$ cat config.mk
export PLATFORM = sky130hd
export DESIGN_NAME = vectored_priority_interrupt_ctrl
export DESIGN_NICKNAME = d
export VERILOG_FILES = /design/src/core/irq_pkg.sv /design/src/core/gpio_edge_detect.sv /design/src/core/prio_select.sv /design/src/core/vectored_priority_interrupt_ctrl.sv
export VERILOG_INCLUDE_DIRS = /design/src /design/src/core
export SDC_FILE = /design/constraint.sdc
export NUM_CORES = 1
export LEC_CHECK = 0
export CAP_MARGIN = 20
export CORE_AREA = 2 2 195 197
export DETAILED_ROUTE_END_ITERATION = 12
export DIE_AREA = 0 0 197 199
export DONT_BUFFER_PORTS = 1
export HOLD_SLACK_MARGIN = 0.06
export SLEW_MARGIN = 20
export SYNTH_ARGS = -nofsm -noshare
export SYNTH_HDL_FRONTEND = slang
export SYNTH_SLANG_ARGS = --single-unit
$ cat constraint.sdc
create_clock -name ref_clk -period 5.52 [get_ports ref_clk]
set_input_delay 1.656 -clock ref_clk [delete_from_list [all_inputs] [get_ports ref_clk]]
set_output_delay 1.656 -clock ref_clk [all_outputs]
set_load 0.1 [all_outputs]
$ cat src/core/irq_defines.svh
`ifndef IRQ_DEFINES_SVH
`define IRQ_DEFINES_SVH

// register word addresses (plain port)
`define ADDR_REQ0      8'h00
`define ADDR_REQ1      8'h01
`define ADDR_REQ2      8'h02
`define ADDR_EN0       8'h03
`define ADDR_EN1       8'h04
`define ADDR_EN2       8'h05
`define ADDR_LVLH0     8'h06
`define ADDR_LVLL0     8'h07
`define ADDR_LVLH1     8'h08
`define ADDR_LVLL1     8'h09
`define ADDR_LVLH2     8'h0A
`define ADDR_LVLL2     8'h0B
`define ADDR_CTRL      8'h0C
`define ADDR_PSEL      8'h0D
`define ADDR_EDGE      8'h0E
`define ADDR_VEC       8'h0F

// control register fields
`define CTRL_GIE_BIT   7
`define CTRL_RESET     8'h00
`define REG_RESET      8'h00

// vector addresses
`define VEC_RESET      16'h0002
`define VEC_WDT        16'h0004
`define VEC_ILLEGAL    16'h0006
`define VEC_FIRST      16'h0008
`define VEC_STEP       16'h0002

`define NUM_SRC        24
`define NUM_PERIPH     12
`define NUM_GPIO       12

`endif

$ cat src/core/irq_pkg.sv
package irq_pkg;

   typedef enum logic [1:0] {
      lvl_off,
      lvl_one,
      lvl_two,
      lvl_three
   } prio_t;

   typedef struct packed {
      logic        valid;
      logic [15:0] vector;
   } vec_offer_t;

   typedef struct packed {
      logic        enable_irq;
      logic        disable_irq;
      logic        return_irq;
      logic        trap;
      logic        illegal;
      logic        ack;
   } core_cmd_t;

   typedef struct packed {
      logic [7:0]  addr;
      logic [7:0]  wdata;
      logic        wr;
      logic        rd;
   } reg_req_t;

endpackage

$ cat src/core/gpio_edge_detect.sv
`timescale 1ns/1ps
module gpio_edge_detect #(
   parameter int N = 8
) (
   input  wire logic         ref_clk,
   input  wire logic         rst_n,
   input  wire logic         ce,
   input  wire logic [N-1:0] pin,
   input  wire logic [N-1:0] fall_sel,
   input  wire logic         dual,
   output logic      [N-1:0] pulse
);
   logic [N-1:0] s1_r, s2_r, prev_r;
   logic [N-1:0] s1_nxt, s2_nxt, prev_nxt;
   logic [2:0]   vld_r, vld_nxt;

   // two-stage sync, then edge compare on stage two only
   always_comb begin
      s1_nxt   = ce ? pin : s1_r;
      s2_nxt   = ce ? s1_r : s2_r;
      prev_nxt = ce ? s2_r : prev_r;
      vld_nxt  = ce ? {vld_r[1:0], 1'b1} : vld_r;
   end

   always_ff @(posedge ref_clk or negedge rst_n) begin
      if (!rst_n) begin
         s1_r   <= '0;
         s2_r   <= '0;
         prev_r <= '0;
         vld_r  <= 3'h0;
      end else begin
         s1_r   <= s1_nxt;
         s2_r   <= s2_nxt;
         prev_r <= prev_nxt;
         vld_r  <= vld_nxt;
      end
   end

   // no edges until the pipe holds real pin samples after reset
   always_comb begin
      for (int i = 0; i < N; i++) begin
         if (!vld_r[2])
            pulse[i] = 1'b0;
         else if (dual)
            pulse[i] = ce & (s2_r[i] ^ prev_r[i]);
         else if (fall_sel[i])
            pulse[i] = ce & prev_r[i] & ~s2_r[i];
         else
            pulse[i] = ce & s2_r[i] & ~prev_r[i];
      end
   end
endmodule

$ cat src/core/prio_select.sv
`timescale 1ns/1ps
module prio_select
   import irq_pkg::*;
#(
   parameter int N = 24
) (
   input  wire logic [N-1:0]   active,
   input  wire logic [2*N-1:0] level,
   output logic                found,
   output logic [4:0]          index
);
   // lowest index = highest default order; higher level first
   always_comb begin
      found = 1'b0;
      index = 5'd0;
      for (int l = 3; l >= 1; l--) begin
         for (int i = 0; i < N; i++) begin
            if (!found && active[i] && (level[2*i +: 2] == 2'(l))) begin
               found = 1'b1;
               index = 5'(i);
            end
         end
      end
   end
endmodule

$ cat src/core/vectored_priority_interrupt_ctrl.sv
// Behaviour
// - 24 vectors: 12 GPIO, 12 peripheral
// - eight selectable-edge, four dual-edge GPIO sources
// - vector high byte even, low byte odd
// - peripherals timer2..ADC at 0008H-0016H
// - shared pins 7..0 at 0018H-0026H
// - timer3, UART1 rx/tx, DMA at 0028H-002EH
// - dual-edge pins 3..0 at 0030H-0036H
// - reset, watchdog, illegal trap outrank all
// - three levels, higher level always wins
// - same level: fixed default vector order
// - enable set by EI, RETURN_FROM_IRQ_INSTRUCTION, write 1
// - enable cleared by DI, ack, 0, traps
// - enable clear: only reset, watchdog, illegal vectors forwarded
// - one-cycle source pulses are latched
// - ack clears matching request bit
// - software write 0 clears request
// - software write 1 creates request
// - source pulse sets its request bit
// - enable set: forward pending enabled request whose level is not lvl_off
// - port select picks one group per pin
`timescale 1ns/1ps
`include "irq_defines.svh"
module vectored_priority_interrupt_ctrl
   import irq_pkg::*;
#(
   parameter bit HAS_TIMER3 = 1'b1
) (
   input  wire logic        ref_clk,
   input  wire logic        nrst,
   input  wire logic        ce,
   input  wire logic [7:0]  periph_pulse,
   input  wire logic [3:0]  periph2_pulse,
   input  wire logic [7:0]  pin_group_a,
   input  wire logic [7:0]  pin_group_d,
   input  wire logic [3:0]  pin_group_c,
   input  wire logic        wdt_irq,
   input  wire logic        illegal_trap,
   input  wire logic        reset_vec_req,
   input  wire logic        enable_irq_instruction,
   input  wire logic        disable_irq_instruction,
   input  wire logic        return_from_irq_instruction,
   input  wire logic        trap_instruction,
   input  wire logic        irq_ack,
   input  wire logic [7:0]  reg_addr,
   input  wire logic [7:0]  reg_wdata,
   input  wire logic        reg_wr,
   input  wire logic        reg_rd,
   output logic      [7:0]  reg_rdata,
   output logic             irq_req,
   output logic      [15:0] irq_vector,
   output logic             global_irq_enable_bit
);
   localparam int NS = `NUM_SRC;

   logic       rst_s1_r, rst_n;
   logic [NS-1:0] req_r, req_nxt;
   logic [NS-1:0] en_r, en_nxt;
   logic [2*NS-1:0] lvl_r, lvl_nxt;
   logic [7:0] psel_r, psel_nxt;
   logic [7:0] edge_r, edge_nxt;
   logic       gie_r, gie_nxt;
   logic [7:0] rdata_r, rdata_nxt;
   logic       irq_r, irq_nxt;
   logic [15:0] vec_r, vec_nxt;
   logic       wdt_s1_r, wdt_s2_r, ill_s1_r, ill_s2_r;
   logic [4:0] win_idx, ack_idx_r, ack_idx_nxt;
   logic       win_found;
   logic [7:0] pulse_a, pulse_d, pulse_c_raw;
   logic [NS-1:0] src_pulse;
   vec_offer_t offer;

   always_ff @(posedge ref_clk or negedge nrst) begin
      if (!nrst) begin
         rst_s1_r <= 1'b0;
         rst_n    <= 1'b0;
      end else begin
         rst_s1_r <= 1'b1;
         rst_n    <= rst_s1_r;
      end
   end

   // synchronise the watchdog and illegal-trap event pins; reset request used as is
   always_ff @(posedge ref_clk or negedge rst_n) begin
      if (!rst_n) begin
         wdt_s1_r <= 1'b0;
         wdt_s2_r <= 1'b0;
         ill_s1_r <= 1'b0;
         ill_s2_r <= 1'b0;
      end else if (ce) begin
         wdt_s1_r <= wdt_irq;
         wdt_s2_r <= wdt_s1_r;
         ill_s1_r <= illegal_trap;
         ill_s2_r <= ill_s1_r;
      end
   end

   gpio_edge_detect #(.N(8)) u_edge_a (
      .ref_clk  (ref_clk),
      .rst_n    (rst_n),
      .ce       (ce),
      .pin      (pin_group_a),
      .fall_sel (edge_r),
      .dual     (1'b0),
      .pulse    (pulse_a)
   );

   gpio_edge_detect #(.N(8)) u_edge_d (
      .ref_clk  (ref_clk),
      .rst_n    (rst_n),
      .ce       (ce),
      .pin      (pin_group_d),
      .fall_sel (edge_r),
      .dual     (1'b0),
      .pulse    (pulse_d)
   );

   gpio_edge_detect #(.N(8)) u_edge_c (
      .ref_clk  (ref_clk),
      .rst_n    (rst_n),
      .ce       (ce),
      .pin      ({4'h0, pin_group_c}),
      .fall_sel (8'h00),
      .dual     (1'b1),
      .pulse    (pulse_c_raw)
   );

   // index 0 = highest default order; vector = 0008H + 2*index
   always_comb begin
      for (int i = 0; i < 8; i++) begin
         src_pulse[i] = periph_pulse[7-i];
         src_pulse[8+i] = psel_r[7-i] ? pulse_d[7-i] : pulse_a[7-i];
      end
      src_pulse[16] = periph2_pulse[3] & HAS_TIMER3;
      src_pulse[17] = periph2_pulse[2];
      src_pulse[18] = periph2_pulse[1];
      src_pulse[19] = periph2_pulse[0];
      for (int i = 0; i < 4; i++) begin
         src_pulse[20+i] = pulse_c_raw[3-i];
      end
   end

   prio_select #(.N(NS)) u_prio (
      .active (req_r & en_r),
      .level  (lvl_r),
      .found  (win_found),
      .index  (win_idx)
   );

   function automatic logic [15:0] vec_of(input logic [4:0] idx);
      vec_of = `VEC_FIRST + 16'({idx, 1'b0});
   endfunction

   // byte view of a 24-bit vector register
   function automatic logic [7:0] byte_of(input logic [NS-1:0] v, input int b);
      byte_of = v[8*b +: 8];
   endfunction

   // request register bit order matches the status layout: bit7 = first
   function automatic logic [7:0] rev8(input logic [7:0] v);
      for (int i = 0; i < 8; i++) begin
         rev8[i] = v[7-i];
      end
   endfunction

   always_comb begin
      offer.valid  = 1'b0;
      offer.vector = 16'h0000;
      if (reset_vec_req) begin
         offer.valid  = 1'b1;
         offer.vector = `VEC_RESET;
      end else if (wdt_s2_r) begin
         offer.valid  = 1'b1;
         offer.vector = `VEC_WDT;
      end else if (ill_s2_r) begin
         offer.valid  = 1'b1;
         offer.vector = `VEC_ILLEGAL;
      end else if (gie_r && win_found) begin
         offer.valid  = 1'b1;
         offer.vector = vec_of(win_idx);
      end
   end

   always_comb begin
      req_nxt     = req_r;
      en_nxt      = en_r;
      lvl_nxt     = lvl_r;
      psel_nxt    = psel_r;
      edge_nxt    = edge_r;
      gie_nxt     = gie_r;
      rdata_nxt   = rdata_r;
      ack_idx_nxt = ack_idx_r;
      irq_nxt     = irq_r;
      vec_nxt     = vec_r;
      if (ce) begin
         rdata_nxt = 8'h00;
         irq_nxt = offer.valid;
         vec_nxt = offer.vector;
         if (offer.valid && gie_r && win_found)
            ack_idx_nxt = win_idx;
         if (irq_ack && irq_r && vec_r >= `VEC_FIRST)
            req_nxt[ack_idx_r] = 1'b0;
         if (reg_wr) begin
            case (reg_addr)
               `ADDR_REQ0: req_nxt[7:0]   = rev8(reg_wdata);
               `ADDR_REQ1: req_nxt[15:8]  = rev8(reg_wdata);
               `ADDR_REQ2: req_nxt[23:16] = rev8(reg_wdata);
               `ADDR_EN0:  en_nxt[7:0]    = rev8(reg_wdata);
               `ADDR_EN1:  en_nxt[15:8]   = rev8(reg_wdata);
               `ADDR_EN2:  en_nxt[23:16]  = rev8(reg_wdata);
               `ADDR_LVLH0: lvl_nxt[15:0]  = {lvl_r[15:8], rev8(reg_wdata)};
               `ADDR_LVLL0: lvl_nxt[15:0]  = {rev8(reg_wdata), lvl_r[7:0]};
               `ADDR_LVLH1: lvl_nxt[31:16] = {lvl_r[31:24], rev8(reg_wdata)};
               `ADDR_LVLL1: lvl_nxt[31:16] = {rev8(reg_wdata), lvl_r[23:16]};
               `ADDR_LVLH2: lvl_nxt[47:32] = {lvl_r[47:40], rev8(reg_wdata)};
               `ADDR_LVLL2: lvl_nxt[47:32] = {rev8(reg_wdata), lvl_r[39:32]};
               `ADDR_CTRL: gie_nxt = reg_wdata[`CTRL_GIE_BIT];
               `ADDR_PSEL: psel_nxt = reg_wdata;
               `ADDR_EDGE: edge_nxt = reg_wdata;
               default: ;
            endcase
         end
         if (enable_irq_instruction || return_from_irq_instruction)
            gie_nxt = 1'b1;
         if (disable_irq_instruction || irq_ack || trap_instruction || ill_s2_r)
            gie_nxt = 1'b0;
         req_nxt = req_nxt | src_pulse;
         if (reg_rd) begin
            case (reg_addr)
               `ADDR_REQ0: rdata_nxt = rev8(byte_of(req_r, 0));
               `ADDR_REQ1: rdata_nxt = rev8(byte_of(req_r, 1));
               `ADDR_REQ2: rdata_nxt = rev8(byte_of(req_r, 2));
               `ADDR_EN0:  rdata_nxt = rev8(byte_of(en_r, 0));
               `ADDR_EN1:  rdata_nxt = rev8(byte_of(en_r, 1));
               `ADDR_EN2:  rdata_nxt = rev8(byte_of(en_r, 2));
               `ADDR_LVLH0: rdata_nxt = rev8(lvl_r[7:0]);
               `ADDR_LVLL0: rdata_nxt = rev8(lvl_r[15:8]);
               `ADDR_LVLH1: rdata_nxt = rev8(lvl_r[23:16]);
               `ADDR_LVLL1: rdata_nxt = rev8(lvl_r[31:24]);
               `ADDR_LVLH2: rdata_nxt = rev8(lvl_r[39:32]);
               `ADDR_LVLL2: rdata_nxt = rev8(lvl_r[47:40]);
               `ADDR_CTRL: rdata_nxt = {gie_r, 7'h00};
               `ADDR_PSEL: rdata_nxt = psel_r;
               `ADDR_EDGE: rdata_nxt = edge_r;
               `ADDR_VEC:  rdata_nxt = vec_r[7:0];
               default:    rdata_nxt = 8'h00;
            endcase
         end
      end
   end

   always_ff @(posedge ref_clk or negedge rst_n) begin
      if (!rst_n) begin
         req_r     <= '0;
         en_r      <= '0;
         lvl_r     <= '0;
         psel_r    <= `REG_RESET;
         edge_r    <= `REG_RESET;
         gie_r     <= 1'b0;
         rdata_r   <= 8'h00;
         ack_idx_r <= 5'd0;
         irq_r     <= 1'b0;
         vec_r     <= 16'h0000;
      end else begin
         req_r     <= req_nxt;
         en_r      <= en_nxt;
         lvl_r     <= lvl_nxt;
         psel_r    <= psel_nxt;
         edge_r    <= edge_nxt;
         gie_r     <= gie_nxt;
         rdata_r   <= rdata_nxt;
         ack_idx_r <= ack_idx_nxt;
         irq_r     <= irq_nxt;
         vec_r     <= vec_nxt;
      end
   end

   assign reg_rdata             = rdata_r;
   assign irq_req               = irq_r;
   assign irq_vector            = vec_r;
   assign global_irq_enable_bit = gie_r;
endmodule

==> results of run 1 <==
-- cells by family (layout without fill, tap and decap cells) --
group,after synthesis,after routing,share of synthesized area (%)
AO/OA/AOI/OAI,263,263,16.1
AND/OR/NAND/NOR,423,423,20.9
other,2,11,0.0685
adder cells (fa/ha/maj),1,1,0.114
multiplexers,129,129,13.4
flip-flops,202,202,46.1
buffers and inverters,76,82,2.98
XOR/XNOR,5,5,0.400
-- through the flow --
stage               total power [mW]  instance area (µm²)  worst slack, ns  instances  util, %
floorplan                       1.90                11000             1.60       1110        -
global placement                1.94                11500             1.02       1550     31.0
detailed placement              1.95                11500             1.11       1550     31.0
CTS                             3.54                12300             1.63       1590     33.1
global route                    3.64                12300             1.49       1590     33.1
finish                          3.51                12300             1.56       1590     33.1
-- registers in the layout (all words and copies together) (netlist names), 3 cells and up --
register and count:
lvl_r 48, u_edge_d.s2_r 8, u_edge_c.s1_r 4, u_edge_a.prev_r 8, u_edge_a.s2_r 8, ack_idx_r 5
u_edge_c.prev_r 4, edge_r 8, u_edge_a.s1_r 8, u_edge_a.vld_r 3, u_edge_d.s1_r 8, reg_rdata 8
irq_vector 6, u_edge_d.prev_r 8, en_r 24, req_r 24, u_edge_c.s2_r 4, psel_r 8
-- where the power goes --
group,switching (mW),total (mW),internal (mW),leakage [nW]
registers,0.116,1.68,1.57,2.53
clock network,0.623,1.59,0.965,0.377
logic,0.135,0.240,0.106,2.47
-- layout by cell type, fill, tap and decap left out, types with 5 or more instances in the layout --
master	netlist	final
conb_1	2	11
and4b_1	16	16
o2bb2ai_1	11	11
a22o_1	6	6
and4_1	5	5
nor4_1	9	9
a221oi_1	8	8
nand3_1	47	47
nand4b_1	20	20
clkbuf_16	0	23
nor3_1	13	13
mux2_2	123	123
a32oi_1	9	9
clkinv_2	0	5
nand2b_1	10	10
nor2b_1	8	8
and2_1	6	6
nand2_1	120	120
nor2_1	96	96
a21oi_1	38	38
dfrtp_1	202	201
a22oi_1	46	46
o21ai_0	91	91
inv_1	22	22
o32ai_1	8	8
or4_1	5	5
o22ai_1	5	5
clkbuf_1	35	5
buf_4	10	18
a222oi_1	6	6
nand4_1	31	31
nand3b_1	6	6
-- routing by layer --
layer,vias up,GRT usage (%)
li1,4115,-
met1,4740,28.0
met2,442,33.2
met3,85,4.20
met4,0,7.41
met5,-,0
-- layout make-up --
type	count	area, µm²
Sequential cell	202	5060
Clock buffer	29	608
Inverter	23	86.3
Multi-Input combinational cell	832	5610
Tap cell	474	593
Timing Repair Buffer	19	155
Fill cell	3799	24900
Clock inverter	11	161
-- critical path, cell delays in order --
cell and delay, ns:
nor4_1 0.25, buf_4 0.19, nand3_1 0.23, nor2_1 0.78, nand4_1 0.73, mux2_2 0.51
-- final timing paths --
kind	slack, ns	cells after the start	endpoint
max	1.56	6	lvl_r[12]
min	0.36	0	rst_n
max reg2reg	1.68	9	irq_vector[1]
min reg2reg	0.36	0	rst_n
max in group asynchronous	3.82	1	lvl_r[14]
min in group asynchronous	0.48	0	u_edge_c.prev_r[0]
==> metrics.md, run 1 <==
| Metric | Value |
|---|---|
| Outcome | completed |
| CP Max Fanout | 8 |
| RePlAce Congestion | 1.02 |
| Worst-Skew Late Latency | 0.51 ns |
| Routed len/inst | 25.9 µm |
| Clk root buf | clkbuf_16 |
| Worst relative slew slack | 24.5% |
| Crit path from | reg_addr[5] |
| Share of the synthesized area in the top cell type | 46.1% |
| Worst slew pin tran | 1.12 ns |
| Core area | 0.0371 mm² |
| Avg Inst Size Synth | 9.96 µm² |
| Synth area leader | dfrtp_1 |
| Pin count of the biggest net entering global routing | 131 |
| Area Growth Syn to Fin | 12.0% |
| Yosys warns | 0 |
| Setup Buffers After CTS | 0 |
| Hold Crit Class | register to register |
| Fraction of layout cells with a size suffix above 1 | 18.4% |
| DR WL met3 | 3.65 mm |
| HP Start | rst_s1_r |
| Max_cap viols | 0 |
| Element type at the critical path end | register |
| Worst Hold Slack | 0.360 ns |
| Setup crit start kind | input port |
| I/O Buffers | 0 |
| Gr usage total | 20.8% |
| Synth cell types | 79 |
| Initial antenna violation count | 0 |
| Register area share after synthesis | 46.1% |
| FP Rows | 71 |
| DP HPWL | 30.8 mm |
| Nets@finish | 1163 |
| DRT met1 WL | 17.1 mm |
| Main area contributors after synthesis | dfrtp_1 (46%), mux2_2 (13%), o21ai_0 (4.2%), nand2_1 (4.1%), nor2_1 (3.3%) |
| Commonest cells in the synthesized netlist | dfrtp_1 (202), mux2_2 (123), nand2_1 (120) |
| Crit Path Class | input port to register |
| IO Count | 87 |
| Final WL | 41.2 mm |
| DRC Markers | 0 |
| Top FF cell, synth | dfrtp_1 |
| Die Span Y | 199 µm |
| Worst flop-to-flop path startpoint | req_r[23] |
| Final slew viol count | 0 |
| Grt ovf | 0 |
| Initial drt markers | 1252 |
| Hold_buf cts | 0 |
| Die Span X | 197 µm |
| Number of diodes | 0 |
| Met2 WL | 18.8 mm |
| Clock-pin slew on the worst setup and hold paths | 0.06 ns |
| Most common cell in the netlist | dfrtp_1 |
| CTS Sinks | 202 |
| Crit path time final | 3.96 ns |
| Vias | 9382 |
| Yosys reg bits | 202 |
| Starting density of the core | 29.5% |
| Vias in the first global route | 9011 |
| Number of flops mapped to enable cells by yosys | 0 |
| VDD IR-drop max | 0.256 mV |
| CTS Buffer Depth | 3 |
| Die ar. | 0.0392 mm² |
| FFs w/ async S/R, synth | 100% |
| Post-cts repair resize count | 0 |
| First-pass GRT wire length | 60.7 mm |
| Mapped Area | 0.0110 mm² |
| Post-route ant nets | 0 |
| Fin Setup TNS | 0 ns |
| Fin. Hold Viols | 0 |
| Vias/cell | 5.90 |
| DR top layer | met4 |
| Power per cell area | 286 mW/mm² |
| 1st-pass router iterations | 9 |
| H-tree Lvls | 1 |
| Final period utilization | 71.7% |
| Setup Viol. Count Final | 0 |
| CP required | 5.91 ns |
| Worst clock skew | 0.00762 ns |
| FMAX | 253 MHz |
| Leakage Power | 5.37 nW |
| CTS tree | done |
| Cts bufs inserted | 23 |
| Worst EP arrival | 4.35 ns |
| RSZ-0062 raised after global routing | false |
| Post-synthesis cell count | 1101 |
Note: power is estimated with default switching activity, not from simulation.
==> inputs of run 2 (changes only) <==
clock period = 3.3 ns   (was 5.52 ns; I/O delays follow)
==> run 2 against run 1 <==
Clock skew up 0.0026 ns; register-to-register slack worse by 1.5 ns; highest routed layer unchanged; critical endpoint is now irq_vector[4]; non-clock buffer count up 62; critical path type is now register to register; core utilization up 1.4 points; largest cell class unchanged; clock power up 69%; sequential power up 66%.
==> metrics.md, run 2 (synthesis results as in run 1) <==
| Metric | Value |
|---|---|
| Worst flop-to-flop path startpoint | req_r[20] |
| FP Rows | 71 (unchanged) |
| Pin count of the biggest net entering global routing | 120 (-8.4%) |
| Critical-path cell list | nand4b_1, nand4_1, or4_1, nor4b_4, buf_4, and4b_2, a2bb2oi_1, a311oi_1, nand3_1, ha_1, inv_1, o2bb2ai_1 |
| Worst relative slew slack | 30.4% (+5.9 points) |
| CTS tree | done |
| H-tree Lvls | 1 (unchanged) |
| Worst-Skew Late Latency | 0.52 ns (about the same) |
| Fraction of layout cells with a size suffix above 1 | 23.1% (+4.7 points) |
| Area Growth Syn to Fin | 16.7% |
| Most frequent cells in the layout | dfrtp_1 (201), mux2_2 (123), nand2_1 (120) |
| Worst slew pin tran | 1.04 ns (-0.0784 ns) |
| Post-route ant nets | 0 (unchanged) |
| Cts bufs inserted | 23 (unchanged) |
| Fin Setup TNS | 0 ns (unchanged) |
| Largest Register | lvl_r |
| 1st-pass router iterations | 5 (-4) |
| Largest register FFs | 48 (unchanged) |
| CP required | 3.70 ns (-2.21 ns) |
| Grt ovf | 0 (unchanged) |
| Element type at the critical path end | register |
| Crit path time final | 3.15 ns |
| Worst path bufs/invs | 2 (+1) |
| Worst EP arrival | 3.55 ns (-0.80 ns) |
| Met3 usage | 4.07% (-0.14 points) |
| Core area | 0.0371 mm² (unchanged) |
| GR Layer Usage met1 | 27.7% (-0.24 points) |
| FMAX | 317 MHz |
| Initial antenna violation count | 0 (unchanged) |
| First-pass GRT wire length | 61.3 mm (+0.96%) |
| Final period utilization | 95.5% |
| Routed len/inst | 25.3 µm (-2.2%) |
| Vias in the first global route | 9110 (+1.1%) |
| Worst Hold Slack | 0.159 ns (-0.200 ns) |
| FF/Latch Area | 0.00506 mm² (unchanged) |
| Commonest non-fill, non-tap cell in the layout | dfrtp_1 |
| Filler cells | 3747 (-1.4%) |
| Nets@finish | 1225 (+5.3%) |
| CP Max Fanout | 5 (-3) |
| CTS Sinks | 202 (unchanged) |
| Area of the multi-input gates | 0.00562 mm² (about the same) |
| RSZ-0062 raised after global routing | false |
| Critical Path Max Stage Delay | 0.66 ns (-0.12 ns) |
| Worst flop-to-flop path endpoint | irq_vector[4] |
| Vias/cell | 5.79 (-1.9%) |
| Outcome | completed |
| Worst clock skew | 0.0102 ns (+0.00259 ns) |
| Die ar. | 0.0392 mm² (unchanged) |
| DP HPWL | 32.4 mm (+5.4%) |
| IO Count | 87 (unchanged) |
| Clock-pin slew on the worst setup and hold paths | 0.06 ns (about the same) |
| Clk root buf | clkbuf_16 |
| RePlAce Congestion | 1.01 (-1.4%) |
| Crit-path slowest cell | or4_1 |
| Gr usage total | 21.2% (+0.37 points) |
| Hold_buf cts | 0 (unchanged) |
| Final WL | 41.9 mm (+1.7%) |
| Fin. Hold Viols | 0 (unchanged) |
| Initial drt markers | 1018 (-19%) |
| Setup crit start kind | register |
| Max_cap viols | 0 (unchanged) |
| CTS Buffer Depth | 3 (unchanged) |
| Gr busiest metal | met2 |
| Starting density of the core | 29.5% (unchanged) |
| Crit Path Class | register to register |
| Die Span Y | 199 µm (unchanged) |
| R2R Setup Slk | 0.15 ns (-1.53 ns) |
| Final slew viol count | 0 (unchanged) |
| Vias | 9579 (+2.1%) |
| Leakage Power | 5.70 nW (+6.0%) |
| Met2 Usage GRT | 34.3% (+1.0 points) |
| Power per cell area | 464 mW/mm² (+62%) |
| Setup Viol. Count Final | 0 (unchanged) |
| DRC Markers | 0 (unchanged) |
| Reg2reg path depth | 12 (+3) |
| VDD IR-drop max | 0.432 mV (+69%) |
| Biggest regs | lvl_r (48), en_r (24), req_r (24) |
| Die Span X | 197 µm (unchanged) |
| I/O Buffers | 0 (unchanged) |
| Hold Crit Class | input port to asynchronous set/reset pin |
| Crit path max-delay family | simple AND/OR/NAND/NOR gates |
[run 2: cell types whose count changed in the layout (fill, tap and decap cells not counted), sizes merged]
cell      previous run  this run
buf                 19        81
clkbuf              29        33
clkinv               7         3
bufinv               4         2
clkinvlp             1         3
diode                0         1
inv                 22        23
[run 2: worst max path at each step]
stage	slack [ns]	depth (start not counted)	start	end
after floorplan	0.05	6	reg_addr[5]	lvl_r[24]
after global routing	0.002	12	req_r[20]	irq_vector[4]
after detailed placement	0.15	11	en_r[13]	irq_vector[4]
after CTS	0.12	11	en_r[13]	irq_vector[4]
after global placement	0.18	12	en_r[13]	irq_vector[5]
final	0.15	12	req_r[20]	irq_vector[4]
[run 2: layer usage]
layer | up-vias | wire [µm] | share of wire [%]
met3 | 98 | 3430 | 8.2
met4 | 0 | 1930 | 4.6
met2 | 467 | 19100 | 46
met1 | 4746 | 17400 | 41
li1 | 4268 | - | -
met5 | - | 0 | 0
[run 2: final cells by class]
cell class	instances	share of cell area [%]
Timing Repair Buffer	81	4.95
Clock inverter	8	0.793
Multi-Input combinational cell	832	43.9
Inverter	23	0.675
Tap cell	474	4.64
Sequential cell	202	39.6
Clock buffer	33	5.42
Antenna cell	1	0.0196
[run 2: per-stage QoR]
step                power, mW  area, µm²  utilization (%)  std cells  worst slack [ns]
finish                   5.93      12800             34.4       1654             0.149
global route             6.13      12800             34.4       1653           0.00240
CTS                      5.97      12800             34.4       1652             0.121
detailed placement       3.28      12000             32.3       1611             0.146
global placement         3.27      12000             32.3       1611             0.180
floorplan                3.17      11000                -       1110            0.0492
[run 2: what timing repair did]
| action | 4_1_cts | 5_1_grt |
|---|---|---|
| setup buffers | 0 | 1 |
| setup endpoints to repair | 0 | 7 |
| gates resized for setup | 0 | 1 |
[run 2: report_power, final]
| part | internal [mW] | switching [mW] | total [mW] |
|---|---|---|---|
| logic | 0.193 | 0.253 | 0.446 |
| clock network | 1.61 | 1.08 | 2.69 |
| registers | 2.62 | 0.173 | 2.79 |
